File: src/rtl/skip_xfer_pkg.sv
// constants for the skip and transfer execution unit
// assumes a 10-bit instruction word and 4-bit data path
package skip_xfer_pkg;
  localparam int                OPW         = 10;
  localparam int                NIB         = 4;
  // opcodes
  localparam logic [OPW-1:0]    OP_SKT1     = 10'h280;
  localparam logic [OPW-1:0]    OP_SKT2     = 10'h281;
  localparam logic [OPW-1:0]    OP_SKMB     = 10'h020; // low 2 bits = j
  localparam logic [OPW-1:0]    OP_SKMB_MSK = 10'h3fc;
  localparam logic [OPW-1:0]    OP_SKC      = 10'h02f;
  localparam logic [OPW-1:0]    OP_SKPD     = 10'h02b;
  localparam logic [OPW-1:0]    OP_WRT1     = 10'h230;
  localparam logic [OPW-1:0]    OP_WRT2     = 10'h231;
  localparam logic [OPW-1:0]    OP_CPYBA    = 10'h01e;
  localparam logic [OPW-1:0]    OP_RDT1     = 10'h270;
  localparam logic [OPW-1:0]    OP_RDT2     = 10'h271;
  localparam logic [OPW-1:0]    OP_RDAD     = 10'h279;
  // bit positions
  localparam int                T1_DIS_BIT  = 2;
  localparam int                T2_DIS_BIT  = 3;
  localparam int                MODE_BIT    = 3;
  localparam logic [2:0]        PORT_MAX    = 3'h5;
  localparam int                PORT_BITS   = 6;
  // interrupt status bits
  localparam int                EV_SKIP     = 0;
  localparam int                EV_T1CLR    = 1;
  localparam int                EV_T2CLR    = 2;
  localparam int                EV_BADY     = 3;
  // wishbone word byte offsets
  localparam logic [3:0]        ADR_STAT    = 4'h0;
  localparam logic [3:0]        ADR_MASK    = 4'h4;
  localparam logic [3:0]        ADR_CTRL    = 4'h8;
  localparam logic [3:0]        ADR_STATE   = 4'hc;
  localparam logic [NIB-1:0]    RST_NIB     = 4'h0;
  typedef enum logic [1:0] {EX_IDLE, EX_SECOND, EX_SUPPR} ex_state_t;
endpackage

File: src/rtl/skip_xfer_exec.sv
// execution of flag/bit skips and timer, converter transfers
// assumes the fetch core presents one word per cycle with a valid strobe
// Summary of operation
// RULE1: timer1 flag skip and clear, unless disabled
// RULE2: timer2 flag skip and clear, unless disabled
// RULE3: skip when memory bit j is zero
// RULE4: skip when carry zero, carry kept
// RULE5: two-cycle skip when port bit Y zero
// RULE6: aux/acc load timer1 and its reload
// RULE7: aux/acc load timer2 and its reload
// RULE8: copy aux into accumulator, no flags
// RULE9: timer1 halves into aux and accumulator
// RULE10: timer2 halves into aux and accumulator
// RULE11: converter mode: result bits 9..2 read
// RULE12: comparator mode: comparator bits read
// RULE13: skipped instruction is fetched but suppressed
//
// Register access over Wishbone and the register offsets were left to the implementer.
`timescale 1ns/1ns
`default_nettype none
module skip_xfer_exec #(
  parameter int NIB = 4
) (
  // clock and reset
  input  wire logic            mclk,
  input  wire logic            rst,
  // instruction stream from fetch core
  input  wire logic [9:0]      instrWord,
  input  wire logic            instrValid,
  output logic                 instrBusy,
  output logic                 skipNext,
  // core state read by the unit
  input  wire logic [NIB-1:0]  memWord,
  input  wire logic            carryFlag,
  input  wire logic [2:0]      indexY,
  input  wire logic [5:0]      portBits,
  input  wire logic [NIB-1:0]  intCtrlOne,
  input  wire logic [NIB-1:0]  converterControl,
  input  wire logic [9:0]      converterResult,
  input  wire logic [7:0]      comparatorReg,
  // timer request flags from timer block
  input  wire logic            timerOneRequestFlag,
  input  wire logic            timerTwoRequestFlag,
  output logic                 timerOneFlagClear,
  output logic                 timerTwoFlagClear,
  // timer read values
  input  wire logic [7:0]      timerOneValue,
  input  wire logic [7:0]      timerTwoValue,
  // timer and reload load, one-cycle strobes
  output logic                 timerOneLoad,
  output logic                 timerTwoLoad,
  output logic [7:0]           timerLoadData,
  // accumulator and aux registers
  output logic [NIB-1:0]       accOut,
  output logic [NIB-1:0]       auxOut,
  input  wire logic            accLoadIn,
  input  wire logic [NIB-1:0]  accDataIn,
  input  wire logic            auxLoadIn,
  input  wire logic [NIB-1:0]  auxDataIn,
  // wishbone classic slave
  input  wire logic            cyc_i,
  input  wire logic            stb_i,
  input  wire logic            we_i,
  input  wire logic [3:0]      adr_i,
  input  wire logic [3:0]      sel_i,
  input  wire logic [31:0]     dat_i,
  output logic [31:0]          dat_o,
  output logic                 ack_o,
  output logic                 irq
);
  // pin-side port bits pass a two-stage synchroniser
  logic [5:0] portS1_ff, portS2_ff;
  always_ff @(posedge mclk or posedge rst) begin
    if (rst) begin
      portS1_ff <= '0;
      portS2_ff <= '0;
    end else begin
      portS1_ff <= portBits;
      portS2_ff <= portS1_ff;
    end
  end

  skip_xfer_pkg::ex_state_t state_ff, nxt_state;
  logic [NIB-1:0] acc_ff, nxt_acc, aux_ff, nxt_aux;
  logic           skip_ff, nxt_skip;
  logic           t1c_ff, nxt_t1c, t2c_ff, nxt_t2c;
  logic           t1l_ff, nxt_t1l, t2l_ff, nxt_t2l;
  logic [7:0]     ld_ff, nxt_ld;
  logic [3:0]     stat_ff, nxt_stat, mask_ff, nxt_mask;
  logic           hold_ff, nxt_hold;
  logic           ack_ff, nxt_ack;
  logic [31:0]    dat_ff, nxt_dat;
  logic [3:0]     ev;
  logic           exec;
  logic [1:0]     bitJ;

  assign exec = instrValid && (state_ff == skip_xfer_pkg::EX_IDLE);
  assign bitJ = instrWord[1:0];

  // decode and execute; a suppressed word changes nothing
  always_comb begin
    nxt_state = state_ff;
    nxt_acc   = accLoadIn ? accDataIn : acc_ff;
    nxt_aux   = auxLoadIn ? auxDataIn : aux_ff;
    nxt_skip  = 1'b0;
    nxt_t1c   = 1'b0;
    nxt_t2c   = 1'b0;
    nxt_t1l   = 1'b0;
    nxt_t2l   = 1'b0;
    nxt_ld    = ld_ff;
    ev        = '0;
    case (state_ff)
      skip_xfer_pkg::EX_SUPPR: begin
        // fetched word dropped without effect
        if (instrValid) nxt_state = skip_xfer_pkg::EX_IDLE; // RULE13
      end
      skip_xfer_pkg::EX_SECOND: begin
        // second word of the port test is consumed here
        if (instrValid) begin
          nxt_state = skip_xfer_pkg::EX_IDLE;
          if (indexY > skip_xfer_pkg::PORT_MAX) begin
            ev[skip_xfer_pkg::EV_BADY] = 1'b1; // out of range: no skip
          end else if (!portS2_ff[indexY]) begin
            nxt_skip = 1'b1; // RULE5
          end
        end
      end
      default: begin
        if (exec) begin
          if (instrWord == skip_xfer_pkg::OP_SKT1) begin
            if (!intCtrlOne[skip_xfer_pkg::T1_DIS_BIT] &&
                timerOneRequestFlag) begin
              nxt_skip = 1'b1; // RULE1
              nxt_t1c  = 1'b1; // RULE1
              ev[skip_xfer_pkg::EV_T1CLR] = 1'b1;
            end
          end else if (instrWord == skip_xfer_pkg::OP_SKT2) begin
            if (!intCtrlOne[skip_xfer_pkg::T2_DIS_BIT] &&
                timerTwoRequestFlag) begin
              nxt_skip = 1'b1; // RULE2
              nxt_t2c  = 1'b1; // RULE2
              ev[skip_xfer_pkg::EV_T2CLR] = 1'b1;
            end
          end else if ((instrWord & skip_xfer_pkg::OP_SKMB_MSK) ==
                       skip_xfer_pkg::OP_SKMB) begin
            nxt_skip = !memWord[bitJ]; // RULE3
          end else if (instrWord == skip_xfer_pkg::OP_SKC) begin
            nxt_skip = !carryFlag; // RULE4
          end else if (instrWord == skip_xfer_pkg::OP_SKPD) begin
            nxt_state = skip_xfer_pkg::EX_SECOND; // RULE5
          end else if (instrWord == skip_xfer_pkg::OP_WRT1) begin
            nxt_ld  = {aux_ff, acc_ff}; // RULE6
            nxt_t1l = 1'b1;
          end else if (instrWord == skip_xfer_pkg::OP_WRT2) begin
            nxt_ld  = {aux_ff, acc_ff}; // RULE7
            nxt_t2l = 1'b1;
          end else if (instrWord == skip_xfer_pkg::OP_CPYBA) begin
            nxt_acc = aux_ff; // RULE8
          end else if (instrWord == skip_xfer_pkg::OP_RDT1) begin
            {nxt_aux, nxt_acc} = timerOneValue; // RULE9
          end else if (instrWord == skip_xfer_pkg::OP_RDT2) begin
            {nxt_aux, nxt_acc} = timerTwoValue; // RULE10
          end else if (instrWord == skip_xfer_pkg::OP_RDAD) begin
            if (converterControl[skip_xfer_pkg::MODE_BIT]) begin
              {nxt_aux, nxt_acc} = comparatorReg; // RULE12
            end else begin
              {nxt_aux, nxt_acc} = converterResult[9:2]; // RULE11
            end
          end
        end
      end
    endcase
    if (nxt_skip) begin
      nxt_state = skip_xfer_pkg::EX_SUPPR; // RULE13
      ev[skip_xfer_pkg::EV_SKIP] = 1'b1;
    end
  end

  always_ff @(posedge mclk or posedge rst) begin
    if (rst) begin
      state_ff <= skip_xfer_pkg::EX_IDLE;
      acc_ff   <= skip_xfer_pkg::RST_NIB;
      aux_ff   <= skip_xfer_pkg::RST_NIB;
      skip_ff  <= 1'b0;
      t1c_ff   <= 1'b0;
      t2c_ff   <= 1'b0;
      t1l_ff   <= 1'b0;
      t2l_ff   <= 1'b0;
      ld_ff    <= '0;
    end else begin
      state_ff <= nxt_state;
      acc_ff   <= nxt_acc;
      aux_ff   <= nxt_aux;
      skip_ff  <= nxt_skip;
      t1c_ff   <= nxt_t1c;
      t2c_ff   <= nxt_t2c;
      t1l_ff   <= nxt_t1l;
      t2l_ff   <= nxt_t2l;
      ld_ff    <= nxt_ld;
    end
  end

  // bus slave: ack one cycle after request; read clears status
  logic        req;
  logic [31:0] stRead;
  assign req    = cyc_i && stb_i && !ack_ff;
  assign stRead = {28'h0, stat_ff};
  always_comb begin
    nxt_ack  = req;
    nxt_dat  = dat_ff;
    nxt_mask = mask_ff;
    nxt_hold = hold_ff;
    nxt_stat = stat_ff;
    if (req && !we_i) begin
      case (adr_i)
        skip_xfer_pkg::ADR_STAT: begin
          nxt_dat  = stRead;
          nxt_stat = '0;
        end
        skip_xfer_pkg::ADR_MASK:  nxt_dat = {28'h0, mask_ff};
        skip_xfer_pkg::ADR_CTRL:  nxt_dat = {31'h0, hold_ff};
        skip_xfer_pkg::ADR_STATE: nxt_dat = {22'h0, aux_ff, acc_ff,
                                             state_ff};
        default:                  nxt_dat = '0;
      endcase
    end
    if (req && we_i && sel_i[0]) begin
      if (adr_i == skip_xfer_pkg::ADR_MASK) nxt_mask = dat_i[3:0];
      if (adr_i == skip_xfer_pkg::ADR_CTRL) nxt_hold = dat_i[0];
    end
    // set wins over the clearing read
    nxt_stat = nxt_stat | ev;
  end

  always_ff @(posedge mclk or posedge rst) begin
    if (rst) begin
      ack_ff  <= 1'b0;
      dat_ff  <= '0;
      mask_ff <= '0;
      hold_ff <= 1'b0;
      stat_ff <= '0;
    end else begin
      ack_ff  <= nxt_ack;
      dat_ff  <= nxt_dat;
      mask_ff <= nxt_mask;
      hold_ff <= nxt_hold;
      stat_ff <= nxt_stat;
    end
  end

  // software hold stalls the fetch core; the second-word wait does not
  assign instrBusy         = hold_ff;
  assign skipNext          = skip_ff;
  assign timerOneFlagClear = t1c_ff;
  assign timerTwoFlagClear = t2c_ff;
  assign timerOneLoad      = t1l_ff;
  assign timerTwoLoad      = t2l_ff;
  assign timerLoadData     = ld_ff;
  assign accOut            = acc_ff;
  assign auxOut            = aux_ff;
  assign dat_o             = dat_ff;
  assign ack_o             = ack_ff;
  assign irq               = |(stat_ff & mask_ff);

  // checks
  t1_skip_a: assert property (@(posedge mclk) disable iff (rst) // RULE1
    (exec && instrWord == skip_xfer_pkg::OP_SKT1 &&
     !intCtrlOne[skip_xfer_pkg::T1_DIS_BIT] && timerOneRequestFlag)
    |=> timerOneFlagClear && skipNext)
    else $error("timer1 skip missing");
  t1_nop_a: assert property (@(posedge mclk) disable iff (rst) // RULE1
    (exec && instrWord == skip_xfer_pkg::OP_SKT1 &&
     intCtrlOne[skip_xfer_pkg::T1_DIS_BIT]) |=> !timerOneFlagClear)
    else $error("timer1 test not a nop");
  t2_skip_a: assert property (@(posedge mclk) disable iff (rst) // RULE2
    (exec && instrWord == skip_xfer_pkg::OP_SKT2 &&
     !intCtrlOne[skip_xfer_pkg::T2_DIS_BIT] && timerTwoRequestFlag)
    |=> timerTwoFlagClear && skipNext)
    else $error("timer2 skip missing");
  carry_skip_a: assert property (@(posedge mclk) disable iff (rst) // RULE4
    (exec && instrWord == skip_xfer_pkg::OP_SKC) |=>
    skipNext == !$past(carryFlag))
    else $error("carry skip wrong");
  port_two_a: assert property (@(posedge mclk) disable iff (rst) // RULE5
    (exec && instrWord == skip_xfer_pkg::OP_SKPD) |=>
    state_ff == skip_xfer_pkg::EX_SECOND && !skipNext)
    else $error("port test not two words");
  wr_t1_a: assert property (@(posedge mclk) disable iff (rst) // RULE6
    (exec && instrWord == skip_xfer_pkg::OP_WRT1) |=>
    timerOneLoad && timerLoadData == {$past(aux_ff), $past(acc_ff)})
    else $error("timer1 load wrong");
  rd_t2_a: assert property (@(posedge mclk) disable iff (rst) // RULE10
    (exec && instrWord == skip_xfer_pkg::OP_RDT2 && !accLoadIn && !auxLoadIn)
    |=> {auxOut, accOut} == $past(timerTwoValue))
    else $error("timer2 read wrong");
  suppr_a: assert property (@(posedge mclk) disable iff (rst) // RULE13
    (state_ff == skip_xfer_pkg::EX_SUPPR && !accLoadIn && !auxLoadIn)
    |=> $stable(accOut) && !timerOneLoad && !timerTwoLoad)
    else $error("skipped word had effect");
  t2_nop_a: assert property (@(posedge mclk) disable iff (rst) // RULE2
    (exec && instrWord == skip_xfer_pkg::OP_SKT2 &&
     intCtrlOne[skip_xfer_pkg::T2_DIS_BIT]) |=> !timerTwoFlagClear)
    else $error("timer2 test not a nop");
  mem_skip_a: assert property (@(posedge mclk) disable iff (rst) // RULE3
    (exec && (instrWord & skip_xfer_pkg::OP_SKMB_MSK) ==
     skip_xfer_pkg::OP_SKMB && !memWord[bitJ]) |=> skipNext)
    else $error("memory bit skip missing");
  mem_run_a: assert property (@(posedge mclk) disable iff (rst) // RULE3
    (exec && (instrWord & skip_xfer_pkg::OP_SKMB_MSK) ==
     skip_xfer_pkg::OP_SKMB && memWord[bitJ]) |=> !skipNext)
    else $error("memory bit skip spurious");
  port_skip_a: assert property (@(posedge mclk) disable iff (rst) // RULE5
    (state_ff == skip_xfer_pkg::EX_SECOND && instrValid &&
     indexY <= skip_xfer_pkg::PORT_MAX && !portS2_ff[indexY]) |=> skipNext)
    else $error("port bit skip missing");
  port_run_a: assert property (@(posedge mclk) disable iff (rst) // RULE5
    (state_ff == skip_xfer_pkg::EX_SECOND && instrValid &&
     (indexY > skip_xfer_pkg::PORT_MAX || portS2_ff[indexY])) |=> !skipNext)
    else $error("port bit skip spurious");
  wr_t2_a: assert property (@(posedge mclk) disable iff (rst) // RULE7
    (exec && instrWord == skip_xfer_pkg::OP_WRT2) |=>
    timerTwoLoad && timerLoadData == {$past(aux_ff), $past(acc_ff)})
    else $error("timer2 load wrong");
  copy_acc_a: assert property (@(posedge mclk) disable iff (rst) // RULE8
    (exec && instrWord == skip_xfer_pkg::OP_CPYBA) |=>
    accOut == $past(aux_ff) && !skipNext)
    else $error("copy into accumulator wrong");
  rd_t1_a: assert property (@(posedge mclk) disable iff (rst) // RULE9
    (exec && instrWord == skip_xfer_pkg::OP_RDT1) |=>
    {auxOut, accOut} == $past(timerOneValue))
    else $error("timer1 read wrong");
  rd_conv_a: assert property (@(posedge mclk) disable iff (rst) // RULE11
    (exec && instrWord == skip_xfer_pkg::OP_RDAD &&
     !converterControl[skip_xfer_pkg::MODE_BIT]) |=>
    {2'h0, auxOut, accOut} == ($past(converterResult) >> 2))
    else $error("converter result read wrong");
  rd_cmp_a: assert property (@(posedge mclk) disable iff (rst) // RULE12
    (exec && instrWord == skip_xfer_pkg::OP_RDAD &&
     converterControl[skip_xfer_pkg::MODE_BIT]) |=>
    {auxOut, accOut} == $past(comparatorReg))
    else $error("comparator read wrong");
  suppr_flag_a: assert property (@(posedge mclk) disable iff (rst) // RULE13
    (state_ff == skip_xfer_pkg::EX_SUPPR) |=>
    !skipNext && !timerOneFlagClear && !timerTwoFlagClear)
    else $error("skipped word raised a flag action");
endmodule // skip_xfer_exec
`default_nettype wire

File: config.mk
export PLATFORM = sky130hd
export DESIGN_NAME = skip_xfer_exec
export DESIGN_NICKNAME = d
export VERILOG_FILES = /design/src/rtl/skip_xfer_pkg.sv /design/src/rtl/skip_xfer_exec.sv
export SDC_FILE = /design/constraint.sdc
export NUM_CORES = 1
export LEC_CHECK = 0
export BUFFER_PORTS_ARGS = -buffer_cell sky130_fd_sc_hd__buf_2
export CORE_UTILIZATION = 44
export DETAILED_ROUTE_END_ITERATION = 16
export GPL_TIMING_DRIVEN = 0
export PLACE_DENSITY_LB_ADDON = 0.2
export SYNTH_ARGS = -nofsm -noshare
export SYNTH_HDL_FRONTEND = slang
export SYNTH_SLANG_ARGS = --single-unit
File: constraint.sdc
create_clock -name mclk -period 2.3 [get_ports mclk]
set_input_delay 0.69 -clock mclk [delete_from_list [all_inputs] [get_ports mclk]]
set_output_delay 0.69 -clock mclk [all_outputs]
set_load 0.1 [all_outputs]
# ---- Word level (Yosys, flattened, before mapping)
# Cells that the tools add are included.
dict set report word_totals {
  rom_bits 0
  latchBits 0
  mem_count 0
  in_bits 124
  regBits 77
  wordCells 162
  out_inout_bits 56
  ramBits 0
}
dict set report classes {
  div 0
  addsub 0
  n_mul 0
  shifts 0
  n_reduce_logical 25
  n_lt_le_gt_ge 3
  eq_ne 21
  muxes 89
  bitwise_logic 8
}
# op n
set ops {}
lappend ops {{two-way mux 4 bit} 32}
lappend ops {{equality test 10 bit (second input constant)} 7}
lappend ops {{two-way mux 1 bit} 40}
lappend ops {{case mux 10 bit (4 select lines)} 1}
lappend ops {{two-way mux 2 bit} 11}
lappend ops {{equality test 10 x 6 -> 1 bit (second input constant)} 2}
lappend ops {{two-way mux 8 bit} 2}
lappend ops {{inequality test 3 bit (second input constant)} 4}
lappend ops {{equality test 10 x 5 -> 1 bit (second input constant)} 1}
lappend ops {{equality test 4 bit (second input constant)} 2}
lappend ops {{equality test 8 x 4 -> 1 bit (second input constant)} 1}
lappend ops {{logical AND 1 bit} 8}
lappend ops {{AND reduction 8 bit} 1}
lappend ops {{AND reduction 7 bit} 1}
lappend ops {{logical NOT 1 bit} 6}
lappend ops {{inverter 1 bit} 6}
lappend ops {{nonzero test 3 bit} 2}
lappend ops {{bitwise AND 4 bit} 1}
lappend ops {{equality test 4 x 3 -> 1 bit (second input constant)} 1}
lappend ops {{logical NOT 4 bit} 1}
lappend ops {{< comparator 3 x 4 -> 1 bit (second input constant)} 1}
lappend ops {{OR 4 bit} 1}
lappend ops {{AND reduction 2 bit} 2}
lappend ops {{OR reduction 4 bit} 1}
lappend ops {{other kinds (11)} 11}

# ---- Depth between registers and ports, before layout
dict set report depth {
  ltp_word 14
  mapped_depth 7
  mapped_depth_nobuf 7
}

# ---- Worst setup path before layout
# No wires, ideal clock.
dict set report synth_path {
  path_type {input -> register}
  startpoint {input port instrWord[2]}
  endpoint {register acc_ff[1], in the netlist accOut[1]}
  slack_ns 0.041
  setup_time_ns 0.142
  t_arrival_ns 2.117
  path_stages 6
  path_buffers 1
  cell_sequence {or3b_4 or4_4 buf_6 o221a_1 a211oi_2 o22ai_1}
}
dict set report synth_between {
  elab_chain_len 14
  elab_cells_between_ends 24
}
# element line
set synth_rtl {}
lappend synth_rtl {{start, declared} skip_xfer_exec.sv:28} ;# input wire logic [9:0] instrWord,
lappend synth_rtl {{equality test 10 bit} skip_xfer_exec.sv:163} ;# end else if (instrWord == skip_xfer_pkg::OP_RDAD) begin
lappend synth_rtl {{two-way mux 4 bit} skip_xfer_exec.sv:163}
lappend synth_rtl {{two-way mux 4 bit} skip_xfer_exec.sv:161} ;# end else if (instrWord == skip_xfer_pkg::OP_RDT2) begin
lappend synth_rtl {{two-way mux 4 bit} skip_xfer_exec.sv:159} ;# end else if (instrWord == skip_xfer_pkg::OP_RDT1) begin
lappend synth_rtl {{two-way mux 4 bit} skip_xfer_exec.sv:157} ;# end else if (instrWord == skip_xfer_pkg::OP_CPYBA) begin
lappend synth_rtl {{two-way mux 4 bit} skip_xfer_exec.sv:154} ;# end else if (instrWord == skip_xfer_pkg::OP_WRT2) begin
lappend synth_rtl {{two-way mux 4 bit} skip_xfer_exec.sv:151} ;# end else if (instrWord == skip_xfer_pkg::OP_WRT1) begin
lappend synth_rtl {{two-way mux 4 bit} skip_xfer_exec.sv:149} ;# end else if (instrWord == skip_xfer_pkg::OP_SKPD) begin
lappend synth_rtl {{two-way mux 4 bit} skip_xfer_exec.sv:147} ;# end else if (instrWord == skip_xfer_pkg::OP_SKC) begin
lappend synth_rtl {{two-way mux 4 bit} skip_xfer_exec.sv:144} ;# end else if ((instrWord & skip_xfer_pkg::OP_SKMB_MSK) ==
lappend synth_rtl {{two-way mux 4 bit} skip_xfer_exec.sv:137} ;# end else if (instrWord == skip_xfer_pkg::OP_SKT2) begin
lappend synth_rtl {{two-way mux 4 bit *} skip_xfer_exec.sv:130} ;# if (instrWord == skip_xfer_pkg::OP_SKT1) begin
lappend synth_rtl {{two-way mux 4 bit *} skip_xfer_exec.sv:129} ;# if (exec) begin
lappend synth_rtl {{two-way mux 4 bit *} skip_xfer_exec.sv:112} ;# case (state_ff)
lappend synth_rtl {{net nxt_acc[1]} skip_xfer_exec.sv:84} ;# logic [NIB-1:0] acc_ff, nxt_acc, aux_ff, nxt_aux;
lappend synth_rtl {{end signal, assigned} skip_xfer_exec.sv:182} ;# acc_ff <= skip_xfer_pkg::RST_NIB;
lappend synth_rtl {{end signal, assigned} skip_xfer_exec.sv:192} ;# acc_ff <= nxt_acc;
lappend synth_rtl {{end, declared} skip_xfer_exec.sv:84}
# The timed path passes the listed nets; every way through them passes the cells marked *.
# A chain may end at the register's enable or synchronous reset.

# ---- Final worst setup path
# Same ends and word-level chain as after synthesis.

==> run summary <==
clk buf depth: 2
Cell Rows: 29
post-synthesis cell type count: 54
first-pass GRT wire length: 11.0 mm
arrival time worst endpoint: 2.36 ns
Inst Count DP: 490
CTS tree: yes
chip width: 84.7 um
largest net degree at the start of global routing: 46
CP startpoint kind: input port
TritonRoute pass-1 iters: 7
ys async rst share: 100%
kind of critical path: in2reg
outcome: complete, no violations
hpwl dp: 5.63 mm
Max Freq: 458 MHz
GPL Wtd Cong: 0.867
die height: 84.7 um
Max IR drop VDD: 0.360 mV
DR vias: 2522
number of H-tree levels: 2
R2R depth: 7
Synth Area per Inst: 10.9 um2
Detail Route Antenna Nets: 0
port bufs: 116
critical path data required time: 2.48 ns
DRC viols: 0
Setup violations, final: 0
clk sinks: 55
worst slew pin tran: 0.773 ns
Pwr Density: 798 mW/mm2
Die Area: 0.00717 mm2
synth warn: 0
Worst setup EP type: flop
post-CTS setup repair buffer count: 0
Clock transition at path regs: 0.10 ns
GRT overflow: 0
reg2reg start: state_ff[1]
MaxCap Viol Count: 0
Slew HR: 48.0%
area grow syn2layout: 29.6%
Final #Nets: 546
Max Slew Vio Count: 0
n_diodes: 0
initial core utilization: 46.6%
unrepaired setup endpoints after global routing: no
final instance area: 0.00390 mm2
placed cell areas: 0.00378 mm2
Final Hold Viols: 0
Synth Cell Area: 0.00301 mm2
drt first-iter violations: 128
Min-Delay Path Class: in2async
Final min period: 2.18 ns
reg-to-reg endpoint: state_ff[1]
setup tns final: 0 ns
Post-synth top flop: dfrtp_1
worst reg2reg setup slack: 0.30 ns
gr usage total: 19.7%
Lkg Pwr: 2.04 nW
initial antenna violation count: 0
final worst-path cycle share: 94.9%
io pins: 180
crit-path max FO: 7
CTS buffer count: 5
cell count after synthesis: 275
Clk Latency, worst-skew pair: 0.31 ns
WL final: 6.87 mm
Vias/cell: 5.06
sequential share of the synthesized area: 45.8%
CTS Root Cell: clkbuf_8
final worst clock skew: 0.00803 ns
EDFF count, synth: 0
Core ar.: 0.00646 mm2
ratio of cells with drive above 1 in the final layout: 44.4%
Seq cells post-synth: 55
average wire per standard cell: 13.8 um
Non-Filler Instances: 498
number of global-route vias before repair: 2382
-- cells by family after synthesis --
group                    Yosys count  share of synthesized area, %
AND/OR/NAND/NOR                   83                          15.5
other                              1                         0.125
AO/OA/AOI/OAI                     54                          14.7
multiplexers                      42                          15.1
buffers and inverters             38                          7.99
adder cells (fa/ha/maj)            2                         0.832
flip-flops                        55                          45.8
-- cell usage in the layout, fill, tap and decap left out, types with 2 or more instances in the layout --
| master | count |
|---|---|
| clkbuf_8 | 7 |
| a22o_1 | 9 |
| nand2_1 | 14 |
| o22ai_1 | 10 |
| ha_1 | 2 |
| or3b_2 | 3 |
| o21ai_0 | 7 |
| mux2i_1 | 24 |
| o22a_1 | 2 |
| buf_2 | 116 |
| nand3b_1 | 4 |
| mux2_2 | 17 |
| and3b_1 | 2 |
| inv_1 | 6 |
| o221ai_1 | 2 |
| or4_4 | 2 |
| conb_1 | 22 |
| a21oi_1 | 2 |
| o31ai_1 | 3 |
| clkbuf_1 | 4 |
| o211ai_1 | 2 |
| or3_1 | 4 |
| nand2b_1 | 2 |
| nor3_1 | 6 |
| a22oi_1 | 2 |
| nand3_2 | 2 |
| a31oi_1 | 3 |
| nand3_1 | 8 |
| buf_4 | 24 |
| nor2_1 | 24 |
| a21o_1 | 3 |
| dfrtp_1 | 55 |
-- sequential cells by signal (all words and copies together), names as in the netlist --
signal and flops:
state_ff 2, dat_o 10, portS2_ff 6, skipNext 1, auxOut 4, timerTwoFlagClear 1, accOut 4, timerTwoLoad 1
timerLoadData 8, ack_o 1, timerOneFlagClear 1, portS1_ff 6, instrBusy 1, mask_ff 4, timerOneLoad 1, stat_ff 4
-- power breakdown --
group          switching [mW]  total [mW]  leakage, nW  internal (mW)
clock                   0.310       0.585       0.0505          0.275
sequential             0.0974        1.16        0.710           1.07
combinational            1.04        1.36         1.28          0.323
total                    1.44        3.11         2.04           1.66
-- synthesized netlist by cell type, drive strengths merged (4+ instances only) --
cell	count	area, um2
mux2i	24	240
inv	7	26.3
nand3b	4	30.0
dfrtp	55	1380
nand2	14	52.6
o22ai	10	62.6
mux2	17	191
buf	26	195
nand3	10	55.1
a22o	9	78.8
o21ai	7	35.0
or3b	4	37.5
or3	5	36.3
clkbuf	4	15.0
nor2	24	90.1
nor3	7	35.0
-- worst max-delay path by stage --
| stage | start | to | slack [ns] | cells past startpoint |
|---|---|---|---|---|
| detailed placement | instrWord[3] | timerLoadData[6] | -0.27 | 5 |
| global placement | rst | portS1_ff[5] | -0.33 | 2 |
| global route | instrWord[7] | accOut[1] | 0.06 | 7 |
| finish | instrWord[2] | accOut[1] | 0.12 | 7 |
| floorplan | instrWord[2] | accOut[1] | 0.04 | 6 |
| CTS | instrWord[2] | accOut[0] | 0.05 | 6 |
-- final cells by class --
cell class | instances | area (um2)
sequential | 55 | 1380
clock buffer | 7 | 96.3
clock inverter | 1 | 7.51
buffer | 30 | 210
tap | 77 | 96.3
timing repair buffer | 117 | 601
inverter | 8 | 30.0
fill | 596 | 2560
multi-input combinational | 203 | 1480
-- worst max-delay path, cell delays in order --
cell      delay (ns)
buf_2           0.14
or3b_4          0.43
or4_4           0.42
buf_6           0.14
o221a_1         0.26
a211oi_2        0.16
o22ai_1         0.11
-- stage by stage --
stage | total power, mW | setup WS [ns] | utilization, % | hold slack [ns]
floorplan | 2.26 | 0.0414 | - | 0.331
global placement | 2.52 | -0.328 | 58.3 | 0.333
detailed placement | 2.55 | -0.272 | 58.6 | 0.336
CTS | 3.13 | 0.0545 | 60.2 | 0.289
global route | 3.25 | 0.0613 | 60.3 | 0.291
finish | 3.11 | 0.117 | 60.3 | 0.289
-- routing by layer --
metal / GRT usage, % / vias to the layer above / part of all wire [%]
met5: 0 / - / 0
met3: 3.05 / 7 / 6.0
met2: 33.1 / 90 / 48
li1: - / 1260 / -
met1: 26.3 / 1165 / 45
met4: 6.32 / 0 / 1.0
-- repair_timing --
action                     CTS  global route
hold buffers                 0             0
gates resized for setup      0             2
setup endpoints to repair    0             3
(Power assumes the default switching activity.)
